File: config.mk
export PLATFORM = sky130hd
export DESIGN_NAME = buck_seq
export DESIGN_NICKNAME = d
export VERILOG_FILES = /design/src/buck_seq_pkg.sv /design/src/buck_seq.sv
export VERILOG_INCLUDE_DIRS = /design/src
export SDC_FILE = /design/constraint.sdc
export NUM_CORES = 1
export LEC_CHECK = 0
export ABC_CLOCK_PERIOD_IN_PS = 69100
export BUFFER_PORTS_ARGS = -buffer_cell sky130_fd_sc_hd__clkbuf_2
export CORE_MARGIN = 2
export CORE_UTILIZATION = 35
export CTS_CLUSTER_SIZE = 20
export DETAILED_ROUTE_END_ITERATION = 12
export SLEW_MARGIN = 25
export SYNTH_ARGS = -nofsm -noshare
export SYNTH_HDL_FRONTEND = slang
export SYNTH_SLANG_ARGS = --single-unit
export TNS_END_PERCENT = 1
File: constraint.sdc
create_clock -name i_mclk -period 69.1 [get_ports i_mclk]
set_clock_uncertainty 0.2 [all_clocks]
set_input_delay 10.365 -clock i_mclk [delete_from_list [all_inputs] [get_ports i_mclk]]
set_output_delay 10.365 -clock i_mclk [all_outputs]
set_load 0.03 [all_outputs]
File: src/buck_seq_consts.svh
// offsets, field positions, reset values and timing counts of the sequencer
`ifndef BUCK_SEQ_CONSTS_SVH
`define BUCK_SEQ_CONSTS_SVH

// register offsets
`define ADDR_CTRL 4'h0
`define ADDR_CONFIG 4'h1
`define ADDR_STATUS 4'h2
`define ADDR_STATE 4'h3

// control register fields
`define CTRL_ON_OFF 0
`define CTRL_OP_LO 1
`define CTRL_OP_HI 2
`define CTRL_HICCUP 3
`define CTRL_FCCM 4
`define CTRL_RESET 16'h0008

// configuration register fields
`define CFG_POD_LO 0
`define CFG_POD_HI 2
`define CFG_SST_LO 3
`define CFG_SST_HI 4
`define CFG_PGD_LO 5
`define CFG_PGD_HI 7
`define CFG_FS_LO 8
`define CFG_FS_HI 10
`define CFG_RESET 16'h0000

// status register bits
`define ST_IOUT_OC 0
`define ST_IOUT 1
`define ST_VIN_UV 2
`define ST_INPUT 3
`define ST_OUT_LOW 4
`define ST_OUT_HIGH 5

// clock and time base
`define CLK_PERIOD_NS 25
`define CLK_KHZ (1000000 / `CLK_PERIOD_NS)
`define TICK_NS 1000
`define TICK_CYCLES ((`TICK_NS + `CLK_PERIOD_NS - 1) / `CLK_PERIOD_NS)

// gate timing, least times rounded up
`define DEAD_HL_NS 10
`define DEAD_LH_NS 20
`define MIN_OFF_NS 320
`define MIN_ON_NS 60
`define CYC_UP(ns) ((ns + `CLK_PERIOD_NS - 1) / `CLK_PERIOD_NS)

// protection and sequence times in microsecond ticks, plus the hiccup soft-start multiple and the ramp full scale
`define UV_DELAY_US 1000
`define PG_FALL_US 2
`define HICCUP_BASE_US 8960
`define HICCUP_SS_MULT 7
`define SS_BASE_US 1000
`define RAMP_FULL_SCALE 67108864

`endif

File: src/buck_seq_pkg.sv
// types shared by the buck start-up and protection sequencer
package buck_seq_pkg;

    // comparator and sense inputs from the analog front end
    typedef struct packed {
        logic fb_below_ref;
        logic fb_low_uv;
        logic fb_high_ov;
        logic fb_high_oob;
        logic in_inner;
        logic out_outer;
        logic cur_over_pos;
        logic cur_below_neg;
        logic zero_cross;
        logic supply_low;
    } sense_s;

    typedef enum logic [6:0] {
        SEQ_OFF = 7'b0000001,
        SEQ_DELAY = 7'b0000010,
        SEQ_RAMP = 7'b0000100,
        SEQ_RUN = 7'b0001000,
        SEQ_HICCUP = 7'b0010000,
        SEQ_UVSTOP = 7'b0100000,
        SEQ_OVLATCH = 7'b1000000
    } seq_e;

    typedef enum logic [4:0] {
        SW_IDLE = 5'b00001,
        SW_HIGH = 5'b00010,
        SW_DEAD_HL = 5'b00100,
        SW_LOW = 5'b01000,
        SW_DEAD_LH = 5'b10000
    } sw_e;

    typedef logic [17:0] ticks_t;

endpackage

File: src/buck_seq.sv
// start-up sequencing, gate timing and protection of a single buck channel
`timescale 1ns/1ps
`default_nettype none
`include "buck_seq_consts.svh"

module buck_seq #(
    parameter int TICK_CYCLES = `TICK_CYCLES
) (
    input wire logic i_mclk,
    input wire logic i_srst,
    input wire logic i_enable_pin,
    input wire buck_seq_pkg::sense_s i_sense,
    input wire logic [7:0] i_duty,
    input wire logic i_pgood_pin,
    input wire logic [3:0] i_addr,
    input wire logic [15:0] i_wdata,
    input wire logic i_wr,
    input wire logic i_rd,
    output logic [15:0] o_rdata,
    output logic o_high_side_gate,
    output logic o_low_side_gate,
    output logic o_discharge,
    output logic [9:0] o_ref_level,
    output logic o_pgood_out,
    output logic o_pgood_oe_n
);
    import buck_seq_pkg::*;

    localparam logic [7:0] DEAD_HL_CYC = 8'(`CYC_UP(`DEAD_HL_NS));
    localparam logic [7:0] DEAD_LH_CYC = 8'(`CYC_UP(`DEAD_LH_NS));
    localparam logic [7:0] MIN_OFF_CYC = 8'(`CYC_UP(`MIN_OFF_NS));
    localparam logic [7:0] MIN_ON_CYC = 8'(`CYC_UP(`MIN_ON_NS));
    localparam logic [25:0] RAMP_INC = 26'(`RAMP_FULL_SCALE / `SS_BASE_US);

    logic [15:0] ctrl;
    logic [15:0] config_reg;
    logic [5:0] status;
    logic [5:0] status_set;
    logic [5:0] status_clr;
    seq_e seq;
    sw_e sw;
    sw_e next_sw;
    ticks_t seq_cnt;
    ticks_t uv_cnt;
    ticks_t pg_cnt;
    logic [7:0] sw_cnt;
    logic [7:0] next_sw_cnt;
    logic [7:0] off_cnt;
    logic [5:0] tick_cnt;
    logic tick;
    logic [25:0] ref_acc;
    logic pg;
    logic req;
    logic switching_ok;
    logic ov_mode;
    logic dcm;
    logic want_on;
    logic uv_trip;
    logic [7:0] ton;

    // power-on delay per select code, in microseconds
    function automatic ticks_t pod_us(input logic [2:0] sel);
        unique case (sel)
            3'h0: pod_us = 18'd350;
            3'h1: pod_us = 18'd600;
            3'h2: pod_us = 18'd1100;
            3'h3: pod_us = 18'd2148;
            3'h4: pod_us = 18'd4196;
            3'h5: pod_us = 18'd8292;
            3'h6: pod_us = 18'd16480;
            default: pod_us = 18'd32860;
        endcase
    endfunction

    // power-good delay per select code, in microseconds
    function automatic ticks_t pgd_us(input logic [2:0] sel);
        unique case (sel)
            3'h0: pgd_us = 18'd256;
            3'h1: pgd_us = 18'd512;
            3'h2: pgd_us = 18'd1024;
            3'h3: pgd_us = 18'd2048;
            3'h4: pgd_us = 18'd4096;
            3'h5: pgd_us = 18'd8192;
            3'h6: pgd_us = 18'd16380;
            default: pgd_us = 18'd131000;
        endcase
    endfunction

    // soft-start time doubles per step of the select code
    function automatic ticks_t ss_us(input logic [1:0] sel);
        ss_us = ticks_t'(`SS_BASE_US) << sel;
    endfunction

    // switching period in clock cycles for the preset frequency
    function automatic logic [7:0] period_cyc(input logic [2:0] sel);
        int khz;
        unique case (sel)
            3'h0: khz = 275;
            3'h1: khz = 325;
            3'h2: khz = 425;
            3'h3: khz = 525;
            3'h4: khz = 625;
            3'h5: khz = 750;
            3'h6: khz = 850;
            default: khz = 1000;
        endcase
        period_cyc = 8'(`CLK_KHZ / khz);
    endfunction

    // microsecond tick for all long timers; shorten TICK_CYCLES in simulation
    always_ff @(posedge i_mclk) begin
        if (i_srst || tick) begin
            tick_cnt <= 6'h00;
        end else begin
            tick_cnt <= tick_cnt + 6'h01;
        end
    end
    assign tick = (tick_cnt == 6'(TICK_CYCLES - 1));

    // run request: 0 pin only, 1 bit only, 2 pin and bit, 3 pin or bit
    always_comb begin
        unique case (ctrl[`CTRL_OP_HI:`CTRL_OP_LO])
            2'h0: req = i_enable_pin;
            2'h1: req = ctrl[`CTRL_ON_OFF];
            2'h2: req = i_enable_pin && ctrl[`CTRL_ON_OFF];
            default: req = i_enable_pin || ctrl[`CTRL_ON_OFF];
        endcase
    end

    assign switching_ok = ((seq == SEQ_RAMP) || (seq == SEQ_RUN)) && !i_sense.supply_low;
    // a disable or lockout releases the latched low side in the same cycle
    assign ov_mode = (seq == SEQ_OVLATCH) && req && !i_sense.supply_low;
    // the ramp always runs in skip mode; forced continuous only afterwards
    assign dcm = (seq == SEQ_RAMP) || !ctrl[`CTRL_FCCM];
    assign uv_trip = (uv_cnt == ticks_t'(`UV_DELAY_US));

    // control and configuration registers
    always_ff @(posedge i_mclk) begin
        if (i_srst) begin
            ctrl <= `CTRL_RESET;
            config_reg <= `CFG_RESET;
        end else if (i_wr) begin
            if (i_addr == `ADDR_CTRL) begin
                ctrl <= i_wdata;
            end
            if (i_addr == `ADDR_CONFIG) begin
                config_reg <= i_wdata;
            end
        end
    end

    // sequence: off, power-on delay, ramp, run, and the fault stops
    always_ff @(posedge i_mclk) begin
        if (i_srst) begin
            seq <= SEQ_OFF;
            seq_cnt <= '0;
        end else if (!req || i_sense.supply_low) begin
            seq <= SEQ_OFF;
            seq_cnt <= '0;
        end else begin
            unique case (seq)
                SEQ_OFF: begin
                    seq <= SEQ_DELAY;
                    seq_cnt <= '0;
                end
                SEQ_DELAY: begin
                    if (tick) begin
                        if (seq_cnt >= pod_us(config_reg[`CFG_POD_HI:`CFG_POD_LO]) - 18'd1) begin
                            seq <= SEQ_RAMP;
                            seq_cnt <= '0;
                        end else begin
                            seq_cnt <= seq_cnt + 18'd1;
                        end
                    end
                end
                SEQ_RAMP: begin
                    if (i_sense.fb_high_ov) begin
                        seq <= SEQ_OVLATCH;
                    end else if (tick) begin
                        if (seq_cnt >= ss_us(config_reg[`CFG_SST_HI:`CFG_SST_LO]) - 18'd1) begin
                            seq <= SEQ_RUN;
                            seq_cnt <= '0;
                        end else begin
                            seq_cnt <= seq_cnt + 18'd1;
                        end
                    end
                end
                SEQ_RUN: begin
                    if (i_sense.fb_high_ov) begin
                        seq <= SEQ_OVLATCH;
                    end else if (uv_trip) begin
                        seq <= ctrl[`CTRL_HICCUP] ? SEQ_HICCUP : SEQ_UVSTOP;
                        seq_cnt <= '0;
                    end
                end
                SEQ_HICCUP: begin
                    // restart with a fresh ramp; repeats while the fault stays
                    if (tick) begin
                        if (seq_cnt >= ticks_t'(`HICCUP_BASE_US) - 18'd1
                            + 18'(`HICCUP_SS_MULT) * ss_us(config_reg[`CFG_SST_HI:`CFG_SST_LO])) begin
                            seq <= SEQ_RAMP;
                            seq_cnt <= '0;
                        end else begin
                            seq_cnt <= seq_cnt + 18'd1;
                        end
                    end
                end
                SEQ_UVSTOP, SEQ_OVLATCH: begin
                    seq <= seq; // held until disabled or locked out by low supply
                end
                default: begin
                    seq <= SEQ_OFF;
                    seq_cnt <= '0;
                end
            endcase
        end
    end

    // output-low filter, armed only in run after the ramp
    always_ff @(posedge i_mclk) begin
        if (i_srst || (seq != SEQ_RUN) || !i_sense.fb_low_uv) begin
            uv_cnt <= '0;
        end else if (tick && !uv_trip) begin
            uv_cnt <= uv_cnt + 18'd1;
        end
    end

    // reference ramp as a fraction accumulator, full scale at the end
    always_ff @(posedge i_mclk) begin
        if (i_srst) begin
            ref_acc <= '0;
        end else if (seq == SEQ_RAMP) begin
            if (tick) begin
                ref_acc <= ref_acc + (RAMP_INC >> config_reg[`CFG_SST_HI:`CFG_SST_LO]);
            end
        end else if ((seq == SEQ_RUN) || (seq == SEQ_OVLATCH)) begin
            ref_acc <= '1;
        end else begin
            ref_acc <= '0;
        end
    end
    assign o_ref_level = ref_acc[25:16];

    // power-good qualify and drop timers
    always_ff @(posedge i_mclk) begin
        if (i_srst || (seq != SEQ_RUN)) begin
            pg <= 1'b0;
            pg_cnt <= '0;
        end else if (!pg) begin
            if (!i_sense.in_inner) begin
                pg_cnt <= '0;
            end else if (tick) begin
                if (pg_cnt >= pgd_us(config_reg[`CFG_PGD_HI:`CFG_PGD_LO]) - 18'd1) begin
                    pg <= 1'b1;
                    pg_cnt <= '0;
                end else begin
                    pg_cnt <= pg_cnt + 18'd1;
                end
            end
        end else begin
            if (!i_sense.out_outer) begin
                pg_cnt <= '0;
            end else if (tick) begin
                if (pg_cnt >= ticks_t'(`PG_FALL_US) - 18'd1) begin
                    pg <= 1'b0;
                    pg_cnt <= '0;
                end else begin
                    pg_cnt <= pg_cnt + 18'd1;
                end
            end
        end
    end
    // open drain: drive low while not good, release when good
    assign o_pgood_oe_n = pg;
    assign o_pgood_out = 1'b0;

    // adaptive on-time: duty feed-forward scaled by the preset period
    always_comb begin
        ton = 8'((16'(period_cyc(config_reg[`CFG_FS_HI:`CFG_FS_LO])) * 16'(i_duty)) >> 8);
        if (ton < MIN_ON_CYC) begin
            ton = MIN_ON_CYC;
        end
    end

    // a new on pulse needs low feedback, valley under trip, no early-high guard
    assign want_on = switching_ok && i_sense.fb_below_ref && !i_sense.cur_over_pos
        && !i_sense.fb_high_oob && (off_cnt >= MIN_OFF_CYC);

    // gate sequencing with dead time on every handover
    always_comb begin
        next_sw = sw;
        next_sw_cnt = sw_cnt + 8'h01;
        unique case (sw)
            SW_IDLE: begin
                next_sw_cnt = 8'h00;
                if (ov_mode) begin
                    next_sw = SW_LOW;
                end else if (want_on) begin
                    next_sw = SW_HIGH;
                end
            end
            SW_HIGH: begin
                if (!switching_ok && !ov_mode) begin
                    next_sw = SW_IDLE;
                end else if (sw_cnt >= ton - 8'h01) begin
                    next_sw = SW_DEAD_HL;
                    next_sw_cnt = 8'h00;
                end
            end
            SW_DEAD_HL: begin
                if (sw_cnt >= DEAD_HL_CYC - 8'h01) begin
                    next_sw = (switching_ok || ov_mode) ? SW_LOW : SW_IDLE;
                    next_sw_cnt = 8'h00;
                end
            end
            SW_LOW: begin
                next_sw_cnt = 8'h00;
                if (ov_mode) begin
                    if (i_sense.cur_below_neg) begin
                        next_sw = SW_DEAD_LH;
                    end
                end else if (!switching_ok) begin
                    next_sw = SW_IDLE;
                end else if (want_on) begin
                    next_sw = SW_DEAD_LH;
                end else if (dcm && i_sense.zero_cross) begin
                    next_sw = SW_IDLE;
                end else if (!dcm && i_sense.cur_below_neg) begin
                    next_sw = SW_IDLE;
                end
            end
            SW_DEAD_LH: begin
                if (sw_cnt >= DEAD_LH_CYC - 8'h01) begin
                    next_sw = (ov_mode || want_on) ? SW_HIGH : SW_IDLE;
                    next_sw_cnt = 8'h00;
                end
            end
            default: begin
                next_sw = SW_IDLE;
                next_sw_cnt = 8'h00;
            end
        endcase
    end

    // gates come from flops loaded with the next state
    always_ff @(posedge i_mclk) begin
        if (i_srst) begin
            sw <= SW_IDLE;
            sw_cnt <= 8'h00;
            o_high_side_gate <= 1'b0;
            o_low_side_gate <= 1'b0;
        end else begin
            sw <= next_sw;
            sw_cnt <= next_sw_cnt;
            o_high_side_gate <= (next_sw == SW_HIGH);
            o_low_side_gate <= (next_sw == SW_LOW);
        end
    end

    // off-time counter since the high side last turned off, saturating
    always_ff @(posedge i_mclk) begin
        if (i_srst) begin
            off_cnt <= MIN_OFF_CYC;
        end else if (sw == SW_HIGH) begin
            off_cnt <= 8'h00;
        end else if (off_cnt != 8'hff) begin
            off_cnt <= off_cnt + 8'h01;
        end
    end

    // discharge path whenever the channel is not requested
    always_ff @(posedge i_mclk) begin
        if (i_srst) begin
            o_discharge <= 1'b1;
        end else begin
            o_discharge <= !req;
        end
    end

    // fault events; a set in the clearing cycle wins
    always_comb begin
        status_set = 6'h00;
        if ((sw == SW_LOW) && switching_ok && !ov_mode
            && (i_sense.cur_over_pos || (!dcm && i_sense.cur_below_neg))) begin
            status_set[`ST_IOUT_OC] = 1'b1;
            status_set[`ST_IOUT] = 1'b1;
        end
        if (i_sense.supply_low && req) begin
            status_set[`ST_VIN_UV] = 1'b1;
            status_set[`ST_INPUT] = 1'b1;
        end
        if ((seq == SEQ_RUN) && uv_trip) begin
            status_set[`ST_OUT_LOW] = 1'b1;
        end
        if (((seq == SEQ_RUN) || (seq == SEQ_RAMP)) && i_sense.fb_high_ov && req
            && !i_sense.supply_low) begin
            status_set[`ST_OUT_HIGH] = 1'b1;
        end
        status_clr = (i_wr && (i_addr == `ADDR_STATUS)) ? i_wdata[5:0] : 6'h00;
    end

    // sticky status, write one to clear
    always_ff @(posedge i_mclk) begin
        if (i_srst) begin
            status <= 6'h00;
        end else begin
            status <= (status & ~status_clr) | status_set;
        end
    end

    // read port: data in the cycle after the strobe, zero elsewhere
    always_ff @(posedge i_mclk) begin
        if (i_srst) begin
            o_rdata <= 16'h0000;
        end else if (i_rd) begin
            unique case (i_addr)
                `ADDR_CTRL: o_rdata <= ctrl;
                `ADDR_CONFIG: o_rdata <= config_reg;
                `ADDR_STATUS: o_rdata <= {10'h000, status};
                `ADDR_STATE: o_rdata <= {2'h0, i_pgood_pin, pg, 5'(sw), seq};
                default: o_rdata <= 16'h0000;
            endcase
        end else begin
            o_rdata <= 16'h0000;
        end
    end

endmodule
`default_nettype wire

# Word-level counts from Yosys, hierarchy flattened
# Cells that the tools add are included.
# word_totals
output_inout_bits,31
word_cells,239
inputBits,44
ff_bits,172
# classes
n_lt_le_gt_ge,9
addsub,12
shifts,2
n_div,1
mux,78
reduce_logical,58
bitwise_logic,5
n_eq_ne,54
multipliers,2
# op_table
operator,count
$mux 18,24
$pmux 17 s7,1
$pmux 16 s7,1
$pmux 18 s5,1
$mux 26,3
$ge 18x18->1,4
$pmux 10 s7,1
$pmux 16 s4,1
$mux 7,9
$mux 5,12
$add 18x1->18 const B,3
$sub 18x1->18 const B,3
$pmux 7 s6,1
$div 17x32->32 const A,1
$mux 8,4
$eq 3x3->1 const B,9
$add 26x26->26,1
$shr 17x2->26 const A,1
$pmux 5 s5,1
$logic_and 1x1->1,21
$add 14x18->18 const A,1
$eq 18x10->1 const B,1
$eq 3x2->1 const B,6
$ge 18x1->1 const B,1
54 further kinds,110

# Logic depth before layout (Yosys ltp)
# logic_depth
word_depth,12
ltp_mapped,348
mapped_depth_nobuf,318

# Worst setup path after synthesis
# No wires, ideal clock.
# synth_timing
path_type,flip-flop to flip-flop
start,register config_reg[10]
end,register sw_cnt[2]
arrival_ns,53.647
path_buffers,28
period_less_slack_ns,53.911
setup_time_ns,0.065
setup_slack_ns,15.189
path_stages_with_launch,275
cell_sequence,dfxtp_1 -> clkbuf_1 -> clkbuf_1 -> clkbuf_1 -> nand2_1 -> a31oi_1 -> ha_1 -> o21ai_0 -> nand2b_1 -> a21o_1 -> a21oi_1 -> nor2b_1 -> o21a_1 -> nor2_1 -> and3_1 -> buf_2 -> nand3_4 -> buf_1 -> [... 239 more ...] -> or3_1 -> a211oi_1 -> nor2_1 -> ha_1 -> nor4b_1 -> a211o_1 -> a22oi_1 -> xor2_1 -> ha_1 -> a21oi_1 -> nor2b_1 -> o21ai_0 -> nand2b_1 -> a21oi_1 -> nor2_1 -> or3b_2 -> clkbuf_1 -> nor2_1
# synth_between
elab_chain_cells,11
# synth_rtl
item,line,source
from (decl),buck_seq.sv:36,logic [15:0] config_reg;
from (signal assigned),buck_seq.sv:141,config_reg <= `CFG_RESET;
from (signal assigned),buck_seq.sv:147,config_reg <= i_wdata;
"$eq 3x3->1, or another cell as far along",buck_seq.sv:97,unique case (sel)
$pmux 10 s7 *,buck_seq.sv:97,
$div 17x32->32 (no source line) *,n/a,
$mul 8x8->16 *,buck_seq.sv:279,ton = 8'((16'(period_cyc(config_reg[`CFG_FS_HI:`CFG_FS_LO])) * 16'(i_duty)) >> 8);
$lt 8x2->1,buck_seq.sv:280,if (ton < MIN_ON_CYC) begin
$mux 8 *,buck_seq.sv:280,
$sub 8x1->8 *,buck_seq.sv:305,end else if (sw_cnt >= ton - 8'h01) begin
$ge 8x8->1 *,buck_seq.sv:305,
$mux 8 *,buck_seq.sv:305,
$mux 8 *,buck_seq.sv:303,if (!switching_ok && !ov_mode) begin
$pmux 8 s2 *,buck_seq.sv:293,unique case (sw)
to (signal assigned),buck_seq.sv:354,sw_cnt <= next_sw_cnt;
to (decl),buck_seq.sv:46,logic [7:0] sw_cnt;
# Every way passes the cells marked *; elsewhere a longest branch is shown, timed or not.
# A chain may end at the register's enable or synchronous reset.

# Final worst setup path
# layout_timing
start,register config_reg[8]
end,register sw_cnt[5]
# The elaborated chain is that of the path after synthesis.

==> impl_metrics.csv <==
group,metric,value,unit
outcome,status,"finished clean",
timing,period_needed,61.50,ns
critical_path,crit_top_cell,"a21oi_1",
die,fp.dieH,303,um
run,max-cap-violations,0,
timing,rsz0062_at_grt,"no",
worst_hold_path,hold_path.class,"reg2reg",
logic_synthesis,synth-edff-count,0,
critical_path,arrival,61.68,ns
die,boundaryPins,75,
logic_synthesis,synthSimpleGateAreaFrac,0.279,
clock_tree,cts_setup_buffers,0,
timing,finalCritPeriodShare,0.890,
critical_path,cp.required,69.28,ns
die,fp.dieW,303,um
layout,fin_nets,4777,
clock_tree,numClockSinks,172,
placed_design,dp_hpwl,85000,um
clock_tree,clk_latency,0.46,ns
critical_path,slowest_delay,0.84,ns
clock_tree,hold_buffers,0,
logic_synthesis,synth_top_area_frac,0.132,
global_route,groute.usage.overall,0.230,
layout,largest_reg_flops,26,
logic_synthesis,ys.flop_type,"dfxtp_1",
critical_path,startpoint_type,"flop",
logic_synthesis,yosys.area.top_type,"ha_1",
clock_tree,cts_made_buffers,17,
die,dieArea,92000,um^2
route,vias,33100,
timing,worstMarginPinSlew,1.05,ns
placed_design,placed_area,32900,um^2
critical_path,cp_num_buf_inv,11,
logic_synthesis,synthXorXnorAreaFrac,0.0926,
global_route,grt_pass1_vias,30600,
logic_synthesis,synthAdderAreaFrac,0.155,
logic_synthesis,synthTopCellsByArea,"ha_1, dfxtp_1, a21oi_1",
route,ant_nets,0,
critical_path,crit_family,"compound AO/OA/AOI/OAI gates",
logic_synthesis,synth-compound-area-share,0.290,
die,rows,109,
timing,setup_viol,0,
logic_synthesis,ys_ff_latch,172,
logic_synthesis,synth_area,31400,um^2
logic_synthesis,async_flop_share,0,
timing,fmax,16.3,MHz
layout,top_register,"ref_acc",
layout,multi_input_comb_area,26800,um^2
placed_design,numPortBuffers,73,
layout,drive_gt1_frac,0.0751,
route,vias_per_cell,5.96,
route,drt-total-wl,109000,um
logic_synthesis,synth.most_common_cell,"nor2_1",
logic_synthesis,ys_types,143,
timing,setup_tns,0,ns
critical_path,critPathMaxFanout,24,
logic_synthesis,ys_seq_area_frac,0.110,
clock_tree,root_buffer,"clkbuf_16",
critical_path,criticalPathCategory,"reg2reg",
clock_tree,cts.clk_slew.worst_paths,0.08,ns
clock_tree,cts_resized,0,
clock_tree,cts_tree,"built",
global_route,grt_overflow,0,
critical_path,cp_slowest_cell,"dfxtp_1",
logic_synthesis,synthCells,4392,
timing,hold_violations,0,
logic_synthesis,synth_mux_area_frac,0.0311,
layout,fill_cells,9409,
route,first_iter_violations,2984,
logic_synthesis,synth_top_family_by_area,"compound AO/OA/AOI/OAI gates",
layout,seqCellArea,3440,um^2
route,dr.pass1.iters,6,
global_route,grt_start_max_net_pins,60,
layout,postLayoutCellArea,33500,um^2
timing,relSlewSlack,0.280,
global_route,grt_pass1_wl,171000,um
clock_tree,ctsHtreeMaxLevel,4,
route,wl_per_cell,19.6,um
logic_synthesis,syn_avg_cell_area,7.14,um^2
placed_design,globalplace.congestion,0.994,
route,drc,0,
global_route,antenna_found_initial,11,
clock_tree,clockBufferDepth,2,
layout,area_growth,6.91,%
logic_synthesis,yosys_warnings,0,
die,start_util,0.354,
critical_path,crit_path_end_kind,"flop",
timing,finalMaxSlewViolations,0,
die,core_region_area,88600,um^2
logic_synthesis,netlist_top_cells_count,"nor2_1, nand2_1, a21oi_1, ha_1, o21ai_0",
[cell families (layout without fill, tap and decap cells)]
kind of cell / count (synthesis) / after routing
buf+inv: 325 / 302
mux: 91 / 91
flops: 172 / 172
fa+ha+maj: 367 / 367
compound gates: 1364 / 1364
xor+xnor: 329 / 329
other cells: 2 / 18
simple gates: 1742 / 1742
[per-layer routing]
layer / part of all wire / GRT usage
met4: 0.032 / 0.0805
met1: 0.45 / 0.313
met2: 0.45 / 0.372
met5: 0.00012 / 0
met3: 0.072 / 0.0315
[layout make-up]
cell class,instances,share of cell area
diodes,6,0.000448
clock buffers,17,0.0127
clock inverters,15,0.00519
inverters,157,0.0176
multi-input cells,3905,0.798
flip-flops and latches,172,0.103
well taps,1165,0.0435
repair buffers,113,0.0198
[through the flow]
step	hold slack, ns	setup slack (ns)	cells	utilization
2_1_floorplan	0.223	15.19	4402	-
3_3_place_gp	0.243	9.92	5512	0.371
3_5_place_dp	0.246	8.46	5512	0.371
4_1_cts	0.256	8.25	5544	0.378
5_1_grt	0.277	2.62	5550	0.378
6_report	0.254	7.60	5550	0.378
[final timing paths]
check	endpoint	slack, ns	cells past startpoint	start
max reg2reg	sw_cnt[5]	7.60	243	config_reg[8]
min reg2reg	tick_cnt[0]	0.25	1	tick_cnt[0]
max	sw_cnt[5]	7.60	243	config_reg[8]
min	tick_cnt[0]	0.25	1	tick_cnt[0]
[cells in the final DEF, fill, tap and decap left out, drive strengths merged, types with 24 or more instances in the layout]
| master | Yosys | final |
|---|---|---|
| a31o | 24 | 24 |
| o21ai | 257 | 257 |
| clkbuf | 113 | 90 |
| ha | 331 | 331 |
| fa | 36 | 36 |
| o211ai | 40 | 40 |
| nand4 | 68 | 68 |
| o21a | 57 | 57 |
| nor4 | 39 | 39 |
| nand2 | 445 | 445 |
| xor2 | 148 | 148 |
| or3 | 48 | 48 |
| a21o | 131 | 131 |
| mux2i | 56 | 56 |
| a22oi | 33 | 33 |
| a21oi | 410 | 410 |
| or2 | 36 | 36 |
| and3 | 57 | 57 |
| nor2b | 63 | 63 |
| buf | 55 | 40 |
| xnor2 | 180 | 180 |
| dfxtp | 172 | 172 |
| a211oi | 45 | 45 |
| or4 | 27 | 27 |
| o21bai | 29 | 29 |
| inv | 156 | 163 |
| nand2b | 80 | 80 |
| mux2 | 35 | 35 |
| nor2 | 447 | 447 |
| o31ai | 37 | 37 |
| and2 | 84 | 84 |
| a31oi | 71 | 71 |
| nor3 | 130 | 130 |
| nand3 | 129 | 129 |
Power is not shown: default switching activity piles up to over one toggle a cycle in this logic, so the estimate is an artifact.
